`config.mk`:
```
export PLATFORM = sky130hd
export DESIGN_NAME = rx_desc_writeback
export DESIGN_NICKNAME = d
export VERILOG_FILES = /design/src/rx_desc_writeback.v /design/src/rx_status_pack.v
export VERILOG_INCLUDE_DIRS = /design/src /design/src/src
export SDC_FILE = /design/constraint.sdc
export NUM_CORES = 1
export LEC_CHECK = 0
export ABC_AREA = 1
export BUFFER_PORTS_ARGS = -buffer_cell sky130_fd_sc_hd__buf_2
export CAP_MARGIN = 20
export CORE_ASPECT_RATIO = 0.75
export CORE_MARGIN = 1.5
export CORE_UTILIZATION = 49
export CTS_BUF_LIST = sky130_fd_sc_hd__clkbuf_2
export DETAILED_ROUTE_END_ITERATION = 6
export PLACE_DENSITY = 0.65
export SYNTH_ARGS = -nofsm -noshare
export SYNTH_HDL_FRONTEND = slang
export SYNTH_SLANG_ARGS = --single-unit
```
`constraint.sdc`:
```
create_clock -name clk_sys -period 14.4 [get_ports clk_sys]
set_input_delay 0.72 -clock clk_sys [delete_from_list [all_inputs] [get_ports clk_sys]]
set_output_delay 0.72 -clock clk_sys [all_outputs]
set_load 0.02 [all_outputs]
```
`src/rx_desc_regs.vh`:
```
// Purpose: Register map, descriptor layout and limits of the receive
//          descriptor writeback engine.
// Assumes: Included by its bare name.
// Notes:   Offsets are APB byte addresses.
`ifndef RX_DESC_REGS_VH
`define RX_DESC_REGS_VH

// ----------------------------------------
// Register offsets
// ----------------------------------------
`define OFS_CTRL      8'h00
`define OFS_RU_BASE   8'h04
`define OFS_LIST_PTR  8'h08
`define OFS_HDR_SIZE  8'h0C
`define OFS_STATE     8'h10
`define OFS_CRC_CNT   8'h14

// ----------------------------------------
// Control fields
// ----------------------------------------
`define CTL_START     0
`define CTL_RESUME    1
`define CTL_SAVE_BAD  2
`define CTL_LOAD_HDR  3

// ----------------------------------------
// Descriptor words and fields
// ----------------------------------------
`define DW_LINK       32'h0000_0004
`define DW_COUNT      32'h0000_000C
`define DW_DATA       32'h0000_0010
`define B_EOL         31
`define B_SUSP        30
`define B_HDR         20
`define B_DONE        15
`define B_OK          13
`define B_CRC         11
`define B_ALIGN       10
`define B_NOROOM      9
`define B_ORUN        8
`define B_SHORT       7
`define B_TYPE        5
`define B_RXER        4
`define B_NOMATCH     2
`define B_NOTIA       1
`define B_EOD         15
`define B_CVALID      14
`define SIZE_HI       29
`define SIZE_LO       16
`define HALF_BE       4'h3

// ----------------------------------------
// Frame limits and reset values
// ----------------------------------------
`define MIN_FRAME     14'h0040
`define MAX_LEN       16'h05DC
`define CTRL_RST      32'h0000_0000

`endif

```
`src/rx_desc_writeback.v`:
```
// Purpose: Receive descriptor fetch, frame store and status writeback.
// Assumes: Word-wide receive FIFO, word memory master with ack handshake.
// Notes:   Registers over APB; one clock, clock enable freezes all state.
`timescale 1ns/1ns
`include "rx_desc_regs.vh"

module rx_desc_writeback #(
  parameter CW = 14
) (
  // Clock and reset
  input  wire        clk_sys,
  input  wire        rst,
  input  wire        ce,
  // APB slave
  input  wire        psel,
  input  wire        penable,
  input  wire        pwrite,
  input  wire [7:0]  paddr,
  input  wire [31:0] pwdata,
  output reg  [31:0] prdata,
  output reg         pready,
  output reg         pslverr,
  // Host memory master
  output reg         mem_req,
  output reg         mem_we,
  output reg  [31:0] mem_addr,
  output reg  [31:0] mem_wdata,
  output reg  [3:0]  mem_be,
  input  wire        mem_ack,
  input  wire [31:0] mem_rdata,
  // Receive FIFO
  input  wire        rx_valid,
  input  wire [31:0] rx_data,
  input  wire        rx_last,
  input  wire [1:0]  rx_last_bytes,
  output reg         rx_ready,
  // Frame status, valid with rx_last
  input  wire        st_crc_err,
  input  wire        st_align_err,
  input  wire        st_overrun,
  input  wire        st_rx_er,
  input  wire        st_no_match,
  input  wire        st_ia_match,
  input  wire [15:0] st_type_len,
  // Receive unit state
  output reg         no_resource_event,
  output reg  [3:0]  receive_unit
);

  // ----------------------------------------
  // States
  // ----------------------------------------
  localparam [7:0] S_IDLE = 8'h01;
  localparam [7:0] S_RD0  = 8'h02;
  localparam [7:0] S_RD1  = 8'h04;
  localparam [7:0] S_RD3  = 8'h08;
  localparam [7:0] S_RECV = 8'h10;
  localparam [7:0] S_DWR  = 8'h20;
  localparam [7:0] S_WB3  = 8'h40;
  localparam [7:0] S_WB0  = 8'h80;
  localparam [3:0] RU_IDLE = 4'h1;
  localparam [3:0] RU_RDY  = 4'h2;
  localparam [3:0] RU_SUSP = 4'h4;
  localparam [3:0] RU_NORES = 4'h8;

  // ----------------------------------------
  // Storage
  // ----------------------------------------
  reg [7:0]    st_q;
  reg [31:0]   base_q, list_q, cur_q, next_q, crc_cnt_q;
  reg [CW-1:0] hds_q, size_q, cnt_q, tot_q;
  reg          hds_ok_q, save_bad_q, eol_q, susp_q, hdr_q, last_q, noroom_q;
  reg          f_crc_q, f_aln_q, f_orun_q, f_er_q, f_nom_q, f_ia_q;
  reg [15:0]   f_tl_q;
  wire [15:0]  status;

  // ----------------------------------------
  // Datapath
  // ----------------------------------------
  wire [31:0]   desc_a = base_q + cur_q;
  wire          take   = rx_valid & rx_ready;
  wire [2:0]    wbytes = (rx_last && rx_last_bytes != 2'h0) ? {1'b0, rx_last_bytes} : 3'h4;
  wire [CW-1:0] cap    = hdr_q ? hds_q : size_q;
  wire [CW-1:0] room   = cap - cnt_q;
  wire          short  = room < {{(CW-3){1'b0}}, wbytes};
  wire [2:0]    nstore = short ? room[2:0] : wbytes;

  // ----------------------------------------
  // APB decode
  // ----------------------------------------
  wire          apb_go = psel & penable & pready;
  wire          is_ctl = apb_go & pwrite & (paddr == `OFS_CTRL);

  // ----------------------------------------
  // Status word from latched frame flags
  // ----------------------------------------
  rx_status_pack u_pack (
    .save_bad   (save_bad_q),
    .crc_err    (f_crc_q),
    .align_err  (f_aln_q),
    .overrun    (f_orun_q),
    .rx_er_seen (f_er_q),
    .no_match   (f_nom_q),
    .ia_match   (f_ia_q),
    .no_room    (noroom_q & ~hdr_q),
    .type_len   (f_tl_q),
    .total      (tot_q[13:0]),
    .status     (status)
  );

  // ----------------------------------------
  // APB slave, one wait state
  // ----------------------------------------
  always @(posedge clk_sys or posedge rst) begin
    if (rst) begin
      pready     <= 1'b0;
      pslverr    <= 1'b0;
      prdata     <= 32'h0000_0000;
      base_q     <= 32'h0000_0000;
      list_q     <= 32'h0000_0000;
      hds_q      <= {CW{1'b0}};
      save_bad_q <= 1'b0;
    end else if (ce) begin
      pready <= psel & penable & ~pready;
      if (psel && penable && !pready) begin
        pslverr <= 1'b0;
        case (paddr)
          `OFS_CTRL:     prdata <= {29'h0, save_bad_q, 2'h0};
          `OFS_RU_BASE:  prdata <= base_q;
          `OFS_LIST_PTR: prdata <= list_q;
          `OFS_HDR_SIZE: prdata <= {{(32-CW){1'b0}}, hds_q};
          `OFS_STATE:    prdata <= {23'h0, hds_ok_q, st_q};
          `OFS_CRC_CNT:  prdata <= crc_cnt_q;
          default: begin
            prdata  <= 32'h0000_0000;
            pslverr <= 1'b1;
          end
        endcase
      end
      if (apb_go && pwrite) begin
        case (paddr)
          `OFS_CTRL:     save_bad_q <= pwdata[`CTL_SAVE_BAD];
          `OFS_RU_BASE:  base_q <= pwdata;
          `OFS_LIST_PTR: list_q <= pwdata;
          `OFS_HDR_SIZE: hds_q <= pwdata[CW-1:0];
          default:       base_q <= base_q;
        endcase
      end
    end
  end

  // ----------------------------------------
  // Receive unit and descriptor engine
  // ----------------------------------------
  always @(posedge clk_sys or posedge rst) begin
    if (rst) begin
      st_q              <= S_IDLE;
      receive_unit      <= RU_IDLE;
      no_resource_event <= 1'b0;
      rx_ready          <= 1'b0;
      mem_req           <= 1'b0;
      mem_we            <= 1'b0;
      mem_addr          <= 32'h0000_0000;
      mem_wdata         <= 32'h0000_0000;
      mem_be            <= 4'h0;
      cur_q             <= 32'h0000_0000;
      next_q            <= 32'h0000_0000;
      crc_cnt_q         <= 32'h0000_0000;
      size_q            <= {CW{1'b0}};
      cnt_q             <= {CW{1'b0}};
      tot_q             <= {CW{1'b0}};
      hds_ok_q          <= 1'b0;
      eol_q             <= 1'b0;
      susp_q            <= 1'b0;
      hdr_q             <= 1'b0;
      last_q            <= 1'b0;
      noroom_q          <= 1'b0;
      f_crc_q           <= 1'b0;
      f_aln_q           <= 1'b0;
      f_orun_q          <= 1'b0;
      f_er_q            <= 1'b0;
      f_nom_q           <= 1'b0;
      f_ia_q            <= 1'b0;
      f_tl_q            <= 16'h0000;
    end else if (ce) begin
      no_resource_event <= 1'b0;
      if (is_ctl && pwdata[`CTL_LOAD_HDR])
        hds_ok_q <= 1'b1;
      if (is_ctl && pwdata[`CTL_RESUME] && receive_unit == RU_SUSP)
        receive_unit <= RU_RDY;
      // Restart only from an idle engine so a frame in flight is not torn
      if (is_ctl && pwdata[`CTL_START] && st_q == S_IDLE) begin
        cur_q        <= list_q;
        receive_unit <= RU_RDY;
      end
      case (st_q)
        S_IDLE: begin
          // Frames arriving without a ready unit are drained and dropped
          rx_ready <= (receive_unit != RU_RDY);
          if (receive_unit == RU_RDY && !(is_ctl && pwdata[`CTL_START])) begin
            rx_ready <= 1'b0;
            st_q     <= S_RD0;
          end
        end
        S_RD0: begin
          if (!mem_req) begin
            mem_req  <= 1'b1;
            mem_we   <= 1'b0;
            mem_addr <= desc_a;
          end else if (mem_ack) begin
            mem_req <= 1'b0;
            eol_q   <= mem_rdata[`B_EOL];
            susp_q  <= mem_rdata[`B_SUSP];
            hdr_q   <= mem_rdata[`B_HDR] & hds_ok_q;
            st_q    <= S_RD1;
          end
        end
        S_RD1: begin
          if (!mem_req) begin
            mem_req  <= 1'b1;
            mem_addr <= desc_a + `DW_LINK;
          end else if (mem_ack) begin
            mem_req <= 1'b0;
            next_q  <= mem_rdata;
            st_q    <= S_RD3;
          end
        end
        S_RD3: begin
          if (!mem_req) begin
            mem_req  <= 1'b1;
            mem_addr <= desc_a + `DW_COUNT;
          end else if (mem_ack) begin
            mem_req  <= 1'b0;
            size_q   <= mem_rdata[`SIZE_HI:`SIZE_LO];
            cnt_q    <= {CW{1'b0}};
            tot_q    <= {CW{1'b0}};
            noroom_q <= 1'b0;
            rx_ready <= 1'b1;
            st_q     <= S_RECV;
          end
        end
        S_RECV: begin
          if (take) begin
            tot_q  <= tot_q + {{(CW-3){1'b0}}, wbytes};
            last_q <= rx_last;
            if (short)
              noroom_q <= 1'b1;
            if (rx_last) begin
              f_crc_q  <= st_crc_err;
              f_aln_q  <= st_align_err;
              f_orun_q <= st_overrun;
              f_er_q   <= st_rx_er;
              f_nom_q  <= st_no_match;
              f_ia_q   <= st_ia_match;
              f_tl_q   <= st_type_len;
            end
            if (nstore != 3'h0) begin
              rx_ready  <= 1'b0;
              mem_req   <= 1'b1;
              mem_we    <= 1'b1;
              mem_addr  <= desc_a + `DW_DATA + {{(32-CW){1'b0}}, cnt_q[CW-1:2], 2'b00};
              mem_wdata <= rx_data;
              mem_be    <= (4'h1 << nstore) - 4'h1;
              cnt_q     <= cnt_q + {{(CW-3){1'b0}}, nstore};
              st_q      <= S_DWR;
            end else if (rx_last) begin
              // Overflowing tail is swallowed without memory traffic
              rx_ready <= 1'b0;
              st_q     <= S_WB3;
            end
          end
        end
        S_DWR: begin
          if (mem_ack) begin
            mem_req  <= 1'b0;
            rx_ready <= ~last_q;
            st_q     <= last_q ? S_WB3 : S_RECV;
          end
        end
        S_WB3: begin
          if (!mem_req) begin
            mem_req   <= 1'b1;
            mem_we    <= 1'b1;
            mem_addr  <= desc_a + `DW_COUNT;
            // Size half untouched; header overflow leaves data unfinished
            mem_be    <= `HALF_BE;
            mem_wdata <= {16'h0000, ~(hdr_q & noroom_q), 1'b1,
                          cnt_q[13:0]};
          end else if (mem_ack) begin
            mem_req <= 1'b0;
            st_q    <= S_WB0;
          end
        end
        S_WB0: begin
          if (!mem_req) begin
            mem_req   <= 1'b1;
            mem_addr  <= desc_a;
            mem_be    <= `HALF_BE;
            mem_wdata <= {16'h0000, status};
          end else if (mem_ack) begin
            mem_req <= 1'b0;
            mem_we  <= 1'b0;
            cur_q   <= next_q;
            if (save_bad_q && f_er_q)
              crc_cnt_q <= crc_cnt_q + 32'h0000_0001;
            if (eol_q) begin
              receive_unit      <= RU_NORES;
              no_resource_event <= 1'b1;
            end else if (susp_q)
              receive_unit <= RU_SUSP;
            st_q <= S_IDLE;
          end
        end
        default: st_q <= S_IDLE;
      endcase
    end
  end

endmodule // rx_desc_writeback

```
`src/rx_status_pack.v`:
```
// Purpose: Builds the 16-bit descriptor status word of one frame.
// Assumes: Inputs stable while the status word is written.
// Notes:   Pure combinational.
`timescale 1ns/1ns
`include "rx_desc_regs.vh"

module rx_status_pack (
  // Frame outcome
  input  wire        save_bad,
  input  wire        crc_err,
  input  wire        align_err,
  input  wire        overrun,
  input  wire        rx_er_seen,
  input  wire        no_match,
  input  wire        ia_match,
  input  wire        no_room,
  input  wire [15:0] type_len,
  input  wire [13:0] total,
  // Packed word
  output reg  [15:0] status
);

  reg bad;

  always @* begin
    status = 16'h0000;
    status[`B_DONE]    = 1'b1;
    status[`B_CRC]     = save_bad & crc_err;
    status[`B_ALIGN]   = save_bad & align_err;
    status[`B_NOROOM]  = no_room;
    status[`B_ORUN]    = save_bad & overrun;
    status[`B_SHORT]   = save_bad & (total < `MIN_FRAME);
    status[`B_TYPE]    = (type_len == 16'h0000) | (type_len > `MAX_LEN);
    status[`B_RXER]    = save_bad & rx_er_seen;
    status[`B_NOMATCH] = no_match;
    status[`B_NOTIA]   = ~ia_match;
    // Bits 12, 6, 3 stay zero
    bad = crc_err | align_err | overrun | rx_er_seen | (total < `MIN_FRAME);
    status[`B_OK]      = ~bad & ~no_room;
  end

endmodule // rx_status_pack

```
* Yosys cells after proc, flatten, opt, wreduce, memory -nomap -nowiden
Cells that the tools add are included.
** Word-level totals
- Register bits after elaboration :: 363
- Bits of input ports :: 137
- Logic and storage cells :: 246
- Output and inout bits :: 110
** Cells by class
- Equal/unequal tests :: 39
- Shift-type cells :: 1
- Magnitude comparators :: 3
- Add/subtract/negate cells :: 10
- Muxes and demuxes :: 80
- Bitwise gates (word level) :: 27
- Reductions and logical operators :: 51
** Operators by type and width (count)
- 2-to-1 mux 32 bit :: 13
- one-hot mux 32 bit (6 select lines) :: 1
- one-hot mux 32 bit (4 select lines) :: 1
- 2-to-1 mux 8 bit :: 15
- one-hot mux 32 bit (3 select lines) :: 1
- 2-to-1 mux 14 bit :: 6
- one-hot mux 8 bit (8 select lines) :: 1
- one-hot mux 14 bit (2 select lines) :: 2
- != test 2 bit, second input constant :: 21
- 2-to-1 mux 4 bit :: 10
- adder 32 x 1 -> 32 bit, second input constant :: 1
- adder 32 x 14 -> 32 bit :: 1
- adder 32 x 3 -> 32 bit, second input constant :: 1
- adder 32 bit :: 1
- adder 32 x 4 -> 32 bit, second input constant :: 1
- adder 32 x 5 -> 32 bit, second input constant :: 1
- adder 14 x 3 -> 14 bit :: 2
- equality test 8 x 4 -> 1 bit, second input constant :: 3
- equality test 8 x 5 -> 1 bit, second input constant :: 3
- 2-to-1 mux 1 bit :: 22
- AND reduction 5 bit :: 4
- AND reduction 6 bit :: 3
- equality test 8 x 3 -> 1 bit, second input constant :: 2
- > comparator 16 x 11 -> 1 bit, second input constant :: 1
- 40 further kinds :: 94

* Longest topological paths before layout
Gate-level depths: netlist of run 1.
- Depth in word-level cells :: 13
- Mapped depth :: 31
- Gate-level depth less buffers :: 30

* Modules after synthesis
From an unflattened synthesis of run 1, not the netlist that was laid out.
** Second synthesis, totals
- Cell total of the unflattened synthesis :: 3161
- Area, all modules :: 22703.0 µm²
** Modules (own cells, without submodules)
- rx_desc_writeback :: seq. area each 9086.2 µm², cells an instance 3104, times used 1, area each 22427.8 µm²
- rx_status_pack :: seq. area each 0.0 µm², cells an instance 57, times used 1, area each 275.3 µm²

* Worst setup path after synthesis of run 1
OpenSTA, ideal clock, no wires.
- Path type :: register -> register
- From :: reg base_q[0]
- To :: reg mem_addr[31]
- Required time :: 14.284 ns
- Path buffers :: 0
- Data arrival time :: 3.702 ns
- Period minus slack after synthesis :: 3.818 ns
- Cell stages (with the launch flop) :: 23
- Slack :: 10.582 ns
- Library setup time :: 0.116 ns
- Path through :: dfrtp_1 > ha_1 > fa_1 > nand3_1 > nand3_1 > nand2_1 > nand2_1 > ha_1 > fa_1 > nor2_1 > nand2_1 > nand2_1 > a21oi_1 > o21ai_0 > a21oi_1 > nor2_1 > nand3_1 > nor2_1 > nand3_1 > nand3_1 > nand3_1 > nand2_1 > nand2_1
** On the way
- Word-level cells in the longest chain between the ends :: 6
- Elaborated cells on any way between the ends :: 11
- Those cells by class :: add/sub (5); mux (6)
** Ends and longest elaborated chain
- start, declared :: line rx_desc_writeback.v:70 : reg [31:0] base_q, list_q, cur_q, next_q, crc_cnt_q;
- start signal, assigned :: line rx_desc_writeback.v:143 : `OFS_RU_BASE: base_q <= pwdata;
- start signal, assigned :: line rx_desc_writeback.v:146 : default: base_q <= base_q;
- adder 32 bit * :: line rx_desc_writeback.v:80 : wire [31:0] desc_a = base_q + cur_q;
- adder 32 x 5 -> 32 bit (no source line)
- adder 32 x 14 -> 32 bit :: line rx_desc_writeback.v:261 : mem_addr <= desc_a + `DW_DATA + {{(32-CW){1'b0}}, cnt_q[CW-1:2], 2'b00};
- 2-to-1 mux 32 bit :: line rx_desc_writeback.v:257 : if (nstore != 3'h0) begin
- 2-to-1 mux 32 bit :: line rx_desc_writeback.v:243 : if (take) begin
- one-hot mux 32 bit (4 select lines) * :: line rx_desc_writeback.v:196 : case (st_q)
- end signal, assigned :: line rx_desc_writeback.v:209 : mem_addr <= desc_a;
- end signal, assigned :: line rx_desc_writeback.v:261
- end signal, assigned :: line rx_desc_writeback.v:284 : mem_addr <= desc_a + `DW_COUNT;
- end, declared :: line rx_desc_writeback.v:26 : output reg [31:0] mem_addr,
Mark *: on every way between the ends. The rest lies on a longest branch, timed or not. The select of a mux whose other input is x is not followed.
A chain may end at the register's enable or synchronous reset.

* Final worst setup path of run 1
- From :: reg hdr_q
- To :: reg mem_addr[7]
** On the way
- Word-level cells in the longest chain between the ends :: 7
** Ends and longest elaborated chain
- start, declared :: line rx_desc_writeback.v:72 : reg hds_ok_q, save_bad_q, eol_q, susp_q, hdr_q, last_q, noroom_q;
- start signal, assigned :: line rx_desc_writeback.v:214 : hdr_q <= mem_rdata[`B_HDR] & hds_ok_q;
- 2-to-1 mux 14 bit * :: line rx_desc_writeback.v:83 : wire [CW-1:0] cap = hdr_q ? hds_q : size_q;
- subtractor 14 bit * :: line rx_desc_writeback.v:84 : wire [CW-1:0] room = cap - cnt_q;
- less-than comparator 14 x 3 -> 1 bit :: line rx_desc_writeback.v:85 : wire short = room < {{(CW-3){1'b0}}, wbytes};
- 2-to-1 mux 3 bit * :: line rx_desc_writeback.v:86 : wire [2:0] nstore = short ? room[2:0] : wbytes;
- nonzero test 3 bit * :: line rx_desc_writeback.v:257
- != test 2 bit (no source line) *
- AND reduction 7 bit (no source line) *
- end signal, assigned :: line rx_desc_writeback.v:261
- end signal, assigned :: line rx_desc_writeback.v:284
- end signal, assigned :: line rx_desc_writeback.v:297 : mem_addr <= desc_a;
Mark *: on every way between the ends. The rest lies on a longest branch, timed or not.

==> flow_summary_export.csv, run 1 <==
group,metric,value,unit
finish,fin_area,26300,µm²
logic_synthesis,synth_ff_type,"dfrtp_1",
pwr,register_share_of_total_power,0.484,
placed_design,dp_worst_setup_slack,9.59,ns
logic_synthesis,leading_post_synthesis_cells_by_instance_count,"nand2_1 (993), inv_1 (443), dfrtp_1 (361)",
hold_path,hp-start,"paddr[3]",
worst_setup_path,cp_data_required_time,15.44,ns
cts,cts-htree-levels,3,
timing,timing_worst_slew_pin_value,1.14,ns
drt,drtAntennaViolNets,0,
cts,post_cts_resize_count,0,
grt,grt_pass1_vias,21800,
hold_path,worst_min_delay_path_class,"input pin to flop",
cts,clock_tree_from_tritoncts,"yes",
grt,number_of_antenna_violations_at_the_first_check_in_global_routing,5,
pwr,clock_power_share,0.281,
placed_design,post_dp_cell_area,24300,µm²
logic_synthesis,synth_area_per_cell,7.19,µm²
cts,cts_made_buffers,91,
floorplan,boundaryPins,247,
worst_setup_path,worstRegToRegCells,15,
drt,drt_iter0_markers,2038,
drt,detail_route.drc_violations,0,
pwr,p_leak,0.0141,µW
grt,global_route.usage.total,0.331,
worst_setup_path,critPathKind,"flop to flop",
worst_setup_path,timing.critical_path.slowest_cell_delay,0.66,ns
logic_synthesis,synthArstFlopShare,1.00,
floorplan,rows,67,
finish,num-nets-final,3753,
floorplan,vertical_die_dimension,189,µm
timing,setup_viol,0,
logic_synthesis,yosysWarnings,0,
grt,global_route.overflow_total,0,
cts,insertion_delay,1.12,ns
drt,detailedRoute.firstPassIterationCount,6,
timing,hold_violations,0,
worst_setup_path,worst_r2r_endpoint,"mem_addr[7]$_DFFE_PP0P_",
worst_setup_path,worst-r2r-setup-slack,9.63,ns
logic_synthesis,yosysSeqAreaShare,0.402,
run,drv_cap,0,
cts,cts.sinks,363,
worst_setup_path,critical_path.max_fanout,39,
placed_design,io_buffers,246,
timing,finClkSkew,0.0850,ns
timing,finalMaxSlewViolations,0,
pwr,swShare,0.367,
pwr,worst_ir_drop_vdd,73.2,µV
logic_synthesis,yosys_top_cell_by_area,"dfrtp_1",
grt,grt_start_max_net_pins,172,
hold_path,min_to,"prdata[2]$_DFFE_PP0P_",
floorplan,fp.dieArea,47400,µm²
worst_setup_path,cell_breakdown_of_the_critical_path,"inv_2 > o21ai_0 > fa_1 > ha_1 > a21oi_1 > nor2_1 > nor2_1 > nand3_2 > nand2_1 > nand2_2 > nand4_4 > nand3_2 > inv_2 > o21ai_0 > nand2_1",
logic_synthesis,number_of_enable_type_register_cells_in_the_synthesized_netlist,0,
logic_synthesis,synth.cell_area,22600,µm²
timing,slew_headroom,0.238,
drt,avgRoutedWirePerCell,18.7,µm
cts,cts.path.max_buffers,3,
hold_path,hold-path-cell-count,4,
worst_setup_path,critical_path.reg2reg.startpoint,"hdr_q$_DFFE_PP0P_",
cts,clk_root_buffer_cell,"clkbuf_2",
pwr,combPwrFrac,0.235,
timing,whs,0.115,ns
finish,final_layout_size_suffix_gt1_frac,0.141,
worst_setup_path,timing.critical_path.to_type,"flop",
cts,cts.repair_timing.setup_buffer_count,0,
grt,global_route_wire_length_before_repair,122000,µm
logic_synthesis,post_synth_inst_count,3142,
worst_setup_path,slowest_stage,"dfrtp_1",
floorplan,die_x,251,µm
logic_synthesis,synth.ff_latch_count,363,
drt,detail_route.vias_per_cell,5.42,
timing,grt_setup_unrepaired,"no",
worst_setup_path,startpoint_types,"flop",
outcome,outcome,"completed",
placed_design,detailedPlacementHpwl,58100,µm
timing,timing.setup.tns,0,ns
timing,worst_slack,9.63,ns
placed_design,gp_routability_congestion,0.945,
logic_synthesis,mappedNetlistNets,3364,
cts,clkTransAtPathRegs,0.10,ns
timing,post-route-period-util,0.331,
drt,via_count,22600,
pwr,intPower,1550,µW
pwr,power_density,92.9,nW/µm²
timing,max_clock_freq,210,MHz
floorplan,fp.coreArea,45100,µm²
pwr,power.switching,899,µW
floorplan,floorplan.initialDensity,0.501,
timing,finalCriticalPeriod,4.77,ns
logic_synthesis,yosys-top-cells-area,"dfrtp_1 (40%), nand2_1 (16%), inv_1 (7.4%), o21ai_0 (6.8%), ha_1 (4.4%)",
logic_synthesis,library_cell_with_the_highest_instance_count_after_synthesis,"nand2_1",
logic_synthesis,synth_cell_types,63,
finish,area_growth,16.5,%
worst_setup_path,worstPathArrival,5.81,ns
logic_synthesis,synth_largest_type_area_fraction,0.400,
drt,routed_wl,77900,µm
## power by group through the flow
stage | Clock [µW] | Sequential [µW] | Combinational, µW
after CTS | 699 | 1180 | 573
after floorplan | 0 | 1220 | 332
after global routing | 751 | 1190 | 639
after detailed placement | 0 | 1200 | 545
after global placement | 0 | 1200 | 536
final | 688 | 1190 | 575
## placed cells by master, fill, tap and decap left out, types with 6 or more instances in the layout
cell           instances
nor2_1               213
o211ai_1              10
xnor2_1               10
nand2_1              990
o22ai_1               28
nor2_2                13
fa_1                   6
buf_4                 14
nor3_1                29
o21ai_0              305
mux2_2                32
xor2_1                37
inv_2                 11
a221oi_1              20
or2_2                 10
dfrtp_1              361
a211oi_1              13
dlygate4sd3_1        123
nor2_4                 7
buf_2                246
inv_1                440
nand4_1               42
clkbuf_2             124
nand2_2               11
nand3b_1               6
clkinv_1              16
ha_1                  79
o21ai_1               31
nand3_1              157
a21oi_1              101
o221ai_1               8
nor4_1                12
## flip-flops by register name, indices dropped and copies added, names as in the netlist, 14 cells and up
| name | flops |
|---|---|
| list_q | 32 |
| next_q | 32 |
| base_q | 32 |
| size_q | 14 |
| mem_wdata | 32 |
| f_tl_q | 16 |
| hds_q | 14 |
| tot_q | 14 |
| mem_addr | 32 |
| prdata | 32 |
| cnt_q | 14 |
| cur_q | 32 |
| crc_cnt_q | 32 |
## cells by family (layout without fill, tap and decap cells)
group | after synthesis | count (layout) | share of synthesized area
mux | 32 | 32 | 0.0159
buf+inv | 547 | 985 | 0.0931
other cells | 0 | 2 | 0
fa+ha+maj | 85 | 85 | 0.0490
flops | 363 | 363 | 0.402
compound gates | 545 | 545 | 0.133
xor+xnor | 47 | 47 | 0.0182
simple gates | 1523 | 1523 | 0.288
## per-stage QoR
stage / cells / power (µW) / util
floorplan: 3142 / 1550 / -
global placement: 3899 / 1730 / 0.539
detailed placement: 3899 / 1750 / 0.539
CTS: 4164 / 2450 / 0.583
global route: 4168 / 2580 / 0.584
finish: 4168 / 2450 / 0.584
## how the worst max path moves through the flow
stage | from | endpoint | slack, ns | cells after the start
after floorplan | rst | base_q[0]$_DFFE_PP0P_ | 3.61 | 1
after global placement | hdr_q$_DFFE_PP0P_ | mem_addr[7]$_DFFE_PP0P_ | 9.78 | 17
after detailed placement | hdr_q$_DFFE_PP0P_ | mem_addr[14]$_DFFE_PP0P_ | 9.59 | 15
after CTS | hdr_q$_DFFE_PP0P_ | mem_addr[7]$_DFFE_PP0P_ | 9.63 | 15
after global routing | hdr_q$_DFFE_PP0P_ | mem_addr[7]$_DFFE_PP0P_ | 9.04 | 15
final | hdr_q$_DFFE_PP0P_ | mem_addr[7]$_DFFE_PP0P_ | 9.63 | 15
## layer usage
| layer | up-vias | wire (µm) | global-route usage |
|---|---|---|---|
| met5 | - | 38 | 0 |
| met4 | 6 | 1910 | 0.0985 |
| met3 | 141 | 6000 | 0.0632 |
| met2 | 839 | 35600 | 0.526 |
| met1 | 10700 | 34300 | 0.460 |
| li1 | 10900 | - | - |
## critical path: cells and delay by family, from the launching register on
kind / cells / cell delay [ns]
compound gates: 3 / 0.71
fa+ha+maj: 2 / 0.84
buf+inv: 2 / 0.90
flops: 1 / 0.66
simple gates: 8 / 1.62
## repair_timing
| action | CTS | global route |
|---|---|---|
| endpoints found under the setup margin | 0 | 0 |
| endpoints found under the hold margin | 309 | 0 |
| hold buffers | 123 | 0 |
## cell type report
type,count,area (µm²)
Sequential cell,363,9090
Tap cell,586,733
Antenna cell,2,5.00
Timing Repair Buffer,386,2640
Inverter,457,1730
Clock buffer,124,621
Fill cell,4294,18800
Clock inverter,18,108
Multi-Input combinational cell,2232,11400
Note: power is estimated with default switching activity, not from simulation.
==> inputs of run 2 (changes only) <==
==> constraint.sdc (replaced) <==
create_clock -name clk_sys -period 4.6 [get_ports clk_sys]
set_input_delay 0.23 -clock clk_sys [delete_from_list [all_inputs] [get_ports clk_sys]]
set_output_delay 0.23 -clock clk_sys [all_outputs]
set_load 0.02 [all_outputs]
==> run 2 against run 1 <==
Hold slack about the same. Critical path depth up 9. Clock power rose to 3.5 times the previous value. Sequential share of layout area down 2.2 points. Combinational power rose to 3.4 times the previous value. Final area up 6.7%. Total power rose to 3.3 times the previous value. Flip-flop and latch count unchanged. Critical endpoint is now mem_addr[24]$_DFFE_PP0P_. Highest routed layer is now met4.
==> flow_summary_export.csv, run 2 (synthesis gave the netlist of run 1 again) <==
group,metric,value,unit
outcome,outcome,"completed",
grt,global_route.overflow_total,0,
drt,avgRoutedWirePerCell,18.6,µm
cts,clk_root_buffer_cell,"clkbuf_2",
cts,cts.path.max_buffers,3,
grt,grt_start_max_net_pins,140,
worst_setup_path,cp_data_required_time,5.57,ns
worst_setup_path,worstRegToRegCells,24,
grt,number_of_antenna_violations_at_the_first_check_in_global_routing,1,
worst_setup_path,startpoint_types,"flop",
worst_setup_path,critical_path.max_fanout,6,
pwr,p_total,8080,µW
finish,num-nets-final,3917,
finish,final_layout_size_suffix_gt1_frac,0.146,
worst_setup_path,worstPathArrival,5.33,ns
timing,timing.setup.tns,0,ns
timing,grt_setup_unrepaired,"no",
worst_setup_path,worst_r2r_endpoint,"mem_addr[24]$_DFFE_PP0P_",
timing,slew_headroom,0.297,
hold_path,min_to,"prdata[2]$_DFFE_PP0P_",
timing,finClkSkew,0.0779,ns
floorplan,vertical_die_dimension,189,µm
timing,timing_worst_slew_pin_value,1.05,ns
floorplan,rows,67,
drt,via_count,23700,
floorplan,boundaryPins,247,
grt,global_route.usage.total,0.344,
timing,max_clock_freq,230,MHz
grt,use_met1,0.465,
hold_path,hold-path-cell-count,6,
worst_setup_path,critPathKind,"flop to flop",
drt,detail_route.vias_per_cell,5.45,
drt,drt_iter0_markers,2091,
timing,post-route-period-util,0.946,
placed_design,numPlacedInstances,3917,
finish,layout.cells.most_common_list,"nand2_1 (991), inv_1 (440), dfrtp_1 (361)",
floorplan,floorplan.initialDensity,0.501,
timing,finalMaxSlewViolations,0,
worst_setup_path,timing.critical_path.to_type,"flop",
worst_setup_path,critical_path.reg2reg.startpoint,"base_q[11]$_DFFE_PP0P_",
worst_setup_path,worst-r2r-setup-slack,0.25,ns
drt,drtAntennaViolNets,0,
grt,most_used_routing_layer_in_global_routing,"met2",
placed_design,gp_routability_congestion,0.961,
cts,clock_tree_from_tritoncts,"yes",
hold_path,worst_min_delay_path_class,"input pin to flop",
cts,cts.repair_timing.setup_buffer_count,0,
pwr,power_density,288,nW/µm²
finish,area_growth,24.3,%
cts,cts.sinks,363,
placed_design,detailedPlacementHpwl,57400,µm
grt,groute.layer.met3.usage,0.0767,
finish,commonest_non_fill_non_tap_cell_in_the_layout,"nand2_1",
finish,finish.cell_count_without_fillers,4344,
grt,global_route_wire_length_before_repair,127000,µm
timing,whs,0.115,ns
floorplan,fp.dieArea,47400,µm²
grt,grt_met2_usage,0.543,
worst_setup_path,crit_path_start,"base_q[11]$_DFFE_PP0P_",
drt,routed_wl,80800,µm
drt,detailedRoute.firstPassIterationCount,6,
cts,insertion_delay,1.12,ns
cts,cts_made_buffers,93,
cts,cts-htree-levels,3,
drt,detail_route.drc_violations,0,
hold_path,hp-start,"psel",
pwr,worst_ir_drop_vdd,212,µV
floorplan,die_x,251,µm
timing,finalCriticalPeriod,4.35,ns
grt,grt_pass1_vias,23300,
timing,setup_viol,0,
floorplan,fp.coreArea,45100,µm²
pwr,p_leak,0.0148,µW
cts,clkTransAtPathRegs,0.12,ns
placed_design,io_buffers,246,
timing,hold_violations,0,
run,drv_cap,0,
[run 2: final cells by class]
type | count | area, µm²
timing repair buffer | 548 | 4250
tap | 586 | 733
sequential | 363 | 9090
multi-input combinational | 2232 | 11500
clock buffer | 134 | 671
inverter | 457 | 1730
fill | 4022 | 17000
clock inverter | 23 | 159
antenna | 1 | 2.50
[run 2: report_power, final]
| part | internal [µW] | switching [µW] |
|---|---|---|
| combinational | 722 | 1250 |
| sequential | 3470 | 269 |
| clock | 895 | 1480 |
[run 2: how the worst max path moves through the flow]
stage,endpoint,slack (ns),depth (start not counted)
after CTS,cnt_q[10]$_DFFE_PP0P_,0.11,26
after global routing,mem_addr[24]$_DFFE_PP0P_,0.003,24
after global placement,mem_addr[25]$_DFFE_PP0P_,0.32,22
final,mem_addr[24]$_DFFE_PP0P_,0.25,24
after floorplan,base_q[0]$_DFFE_PP0P_,-0.50,1
after detailed placement,cnt_q[10]$_DFFE_PP0P_,0.16,26
[run 2: timing repair]
item | CTS | global route
endpoints found under the setup margin | 0 | 17
endpoints found under the hold margin | 659 | 0
hold buffers | 267 | 0
gates resized for setup | 0 | 16
[run 2: per-layer routing]
metal / vias to the layer above / routed length [µm]
met5: - / 0
met4: 0 / 2640
met3: 189 / 7160
met2: 1024 / 36200
met1: 11200 / 34800
li1: 11300 / -
[run 2: through the flow]
step / setup WS, ns / utilization / cell area (µm²)
after floorplan: -0.497 / - / 22600
after global placement: 0.317 / 0.543 / 24500
after detailed placement: 0.156 / 0.543 / 24500
after CTS: 0.109 / 0.621 / 28000
after global routing: 0.00315 / 0.623 / 28100
final: 0.247 / 0.623 / 28100
[run 2: critical path, cell delays in order, from the launching register on]
cell and delay, ns:
dfrtp_1 0.44, ha_1 0.55, nand2_1 0.16, nor2_1 0.24
nand3_1 0.12, nand3b_1 0.20, nor2_1 0.10, nor2_4 0.21
ha_1 0.26, ha_1 0.37, nand2_1 0.09, o21ai_0 0.20
a21oi_1 0.06, nand2_1 0.14, nand3_1 0.09, nand2_1 0.15
nand3_1 0.18, inv_1 0.15, nand4_1 0.10, nand3_1 0.09
nand2_1 0.06, inv_1 0.05, nand2_1 0.07, nand2_1 0.08
nand2_1 0.05
==> inputs of run 3 (changes only) <==
--- a/config.mk
+++ b/config.mk
@@ -14,7 +14,7 @@
 export CORE_UTILIZATION = 49
 export CTS_BUF_LIST = sky130_fd_sc_hd__clkbuf_2
 export DETAILED_ROUTE_END_ITERATION = 6
-export PLACE_DENSITY = 0.65
+export PLACE_DENSITY = 0.67
 export SYNTH_ARGS = -nofsm -noshare
 export SYNTH_HDL_FRONTEND = slang
 export SYNTH_SLANG_ARGS = --single-unit
==> constraint.sdc (replaced) <==
create_clock -name clk_sys -period 3.9 [get_ports clk_sys]
set_input_delay 0.195 -clock clk_sys [delete_from_list [all_inputs] [get_ports clk_sys]]
set_output_delay 0.195 -clock clk_sys [all_outputs]
set_load 0.02 [all_outputs]
==> run 3 against run 2 <==
The run now ends with setup timing left. Worst setup slack got worse by 0.30 ns. Final area increased by 8.0%. Final cell count increased by 4.0%. Sequential share of layout area decreased by 2.3 points. Sequential power increased by 18%. Clock power increased by 18%. Critical endpoint is now cnt_q[10]$_DFFE_PP0P_.
==> flow_summary_export.csv, run 3 (synthesis gave the netlist of run 1 again) <==
group,metric,value,unit
placed_design,gp_routability_congestion,0.955,
worst_setup_path,cp_data_required_time,4.94,ns
finish,num-nets-final,4088,
timing,setup_viol,2,
worst_setup_path,worstPathArrival,5.00,ns
pwr,power.switching,3770,µW
timing,max_clock_freq,253,MHz
timing,finalMaxSlewViolations,0,
timing,finClkSkew,0.101,ns
floorplan,boundaryPins,247,
pwr,power_density,330,nW/µm²
floorplan,fp.coreArea,45100,µm²
finish,finish.cell_count_without_fillers,4519,
timing,timing.setup.tns,-0.0819,ns
cts,insertion_delay,1.19,ns
placed_design,io_buffers,246,
cts,clock_tree_from_tritoncts,"yes",
run,drv_cap,0,
timing,post-route-period-util,1.01,
grt,global_route.usage.total,0.357,
finish,layout.cells.most_common_list,"nand2_1 (951), inv_1 (437), dfrtp_1 (347)",
pwr,clock_power_share,0.280,
drt,detail_route.vias_per_cell,5.54,
timing,finalCriticalPeriod,3.96,ns
worst_setup_path,timing.critical_path.to_type,"flop",
finish,commonest_non_fill_non_tap_cell_in_the_layout,"nand2_1",
floorplan,vertical_die_dimension,189,µm
finish,final_core_util,0.673,
drt,avgRoutedWirePerCell,19.1,µm
grt,grt_pass1_vias,24300,
grt,grt_start_max_net_pins,104,
cts,cts_made_buffers,92,
timing,grt_setup_unrepaired,"yes",
finish,fin_area,30300,µm²
pwr,p_leak,0.0157,µW
pwr,register_share_of_total_power,0.443,
worst_setup_path,critPathKind,"flop to flop",
cts,clk_root_buffer_cell,"clkbuf_2",
timing,timing_worst_slew_pin_value,0.933,ns
drt,detailedRoute.firstPassIterationCount,6,
floorplan,die_x,251,µm
placed_design,numPlacedInstances,4031,
drt,drt_iter0_markers,2654,
worst_setup_path,critical_path.max_fanout,5,
cts,cts.path.max_buffers,3,
drt,drtAntennaViolNets,0,
drt,routed_wl,86200,µm
cts,cts.sinks,363,
timing,worst_slack,-0.0552,ns
placed_design,detailedPlacementHpwl,58300,µm
floorplan,fp.dieArea,47400,µm²
grt,global_route.overflow_total,0,
hold_path,worst_min_delay_path_class,"input pin to async pin",
pwr,worst_ir_drop_vdd,352,µV
outcome,violated_checks,"setup timing",
drt,detail_route.drc_violations,0,
pwr,swShare,0.377,
floorplan,floorplan.initialDensity,0.501,
finish,area_growth,34.2,%
timing,hold_violations,0,
cts,cts-htree-levels,3,
outcome,outcome,"complete, but fails checks",
finish,num-fill-cells,3709,
floorplan,rows,67,
placed_design,post_dp_cell_area,25300,µm²
worst_setup_path,startpoint_types,"flop",
cts,clkTransAtPathRegs,0.12,ns
finish,final_layout_size_suffix_gt1_frac,0.208,
grt,number_of_antenna_violations_at_the_first_check_in_global_routing,2,
timing,slew_headroom,0.376,
pwr,combPwrFrac,0.276,
grt,global_route_wire_length_before_repair,132000,µm
pwr,intPower,6230,µW
drt,via_count,25000,
run 3: cell types whose count changed in the layout (fill, tap and decap cells not counted), moves of 12 or more:
cell / change
buf_4: +130
ha_4: +33
nand2_2: +38
nor2_1: -23
dlygate4sd3_1: +33
ha_1: -35
dfrtp_2: +14
nand2_1: -40
nand3_2: +12
nand3_1: -13
dfrtp_1: -14
nor2_2: +17
run 3: per-layer routing:
layer,track usage,share of wire,vias to the layer above
li1,-,-,11600
met5,0,0,-
met1,0.472,0.41,11800
met2,0.569,0.46,1298
met4,0.140,0.039,0
met3,0.0811,0.097,288
run 3: repair_timing:
| action | 4_1_cts | 5_1_grt |
|---|---|---|
| hold buffers | 300 | 1 |
| pin swaps | 1 | 49 |
| setup buffers | 0 | 22 |
| gates resized for setup | 15 | 175 |
| setup endpoints to repair | 15 | 70 |
| hold endpoints to repair | 664 | 10 |
| cloned | 0 | 2 |
run 3: critical path: stages (launching register included):
cell and delay [ns]:
dfrtp_2 0.48, inv_4 0.12, nand2_1 0.06, o21ai_1 0.20
fa_2 0.52, ha_1 0.30, a21oi_1 0.21, nor2_2 0.07
nor2_4 0.13, nand3_2 0.11, nand2_2 0.10, nand2_2 0.07
inv_2 0.08, ha_4 0.15, fa_2 0.21, nand2_2 0.08
a21oi_4 0.21, nand2_2 0.11, nor3_4 0.21, nand2_1 0.09
o21ai_1 0.13, o211ai_1 0.10, o21ai_1 0.13
run 3: worst paths after layout:
path | startpoint | endpoint | slack [ns] | cells past startpoint
setup / recovery | hdr_q$_DFFE_PP0P_ | cnt_q[10]$_DFFE_PP0P_ | -0.06 | 22
hold / removal | rst | crc_cnt_q[11]$_DFFE_PP0P_ | 0.06 | 4
setup reg to reg | hdr_q$_DFFE_PP0P_ | cnt_q[10]$_DFFE_PP0P_ | -0.06 | 22
hold reg to reg | receive_unit[0]$_DFFE_PP1P_ | receive_unit[0]$_DFFE_PP1P_ | 0.48 | 2
max in group asynchronous | rst | mem_wdata[0]$_DFFE_PP0P_ | 2.71 | 6
min in group clk_sys | rx_last | rx_ready$_DFFE_PP0P_ | 0.13 | 6
run 3: stage by stage:
stage	total power (µW)	setup slack, ns	hold WS, ns
2_1_floorplan	5720	-1.16	0.305
3_3_place_gp	6600	-0.0497	0.427
3_5_place_dp	6650	-0.239	0.431
4_1_cts	9620	0.00359	0.0292
5_1_grt	10500	-0.232	0.0251
6_report	10000	-0.0552	0.0640
run 3: power by group through the flow:
stage,Sequential (µW),Clock [µW],Combinational (µW)
global route,4460,3010,2990
finish,4430,2800,2760
floorplan,4500,0,1220
global placement,4450,0,2150
detailed placement,4450,0,2200
CTS,4380,2800,2440
run 3: layout make-up:
class	count	area [µm²]	share of cell area
Multi-Input combinational cell	2232	12200	0.403
Sequential cell	363	9100	0.300
Timing Repair Buffer	720	5710	0.188
Inverter	457	1730	0.0569
Tap cell	586	733	0.0242
Clock buffer	124	621	0.0205
Clock inverter	33	213	0.00701
Antenna cell	4	10.0	0.000330
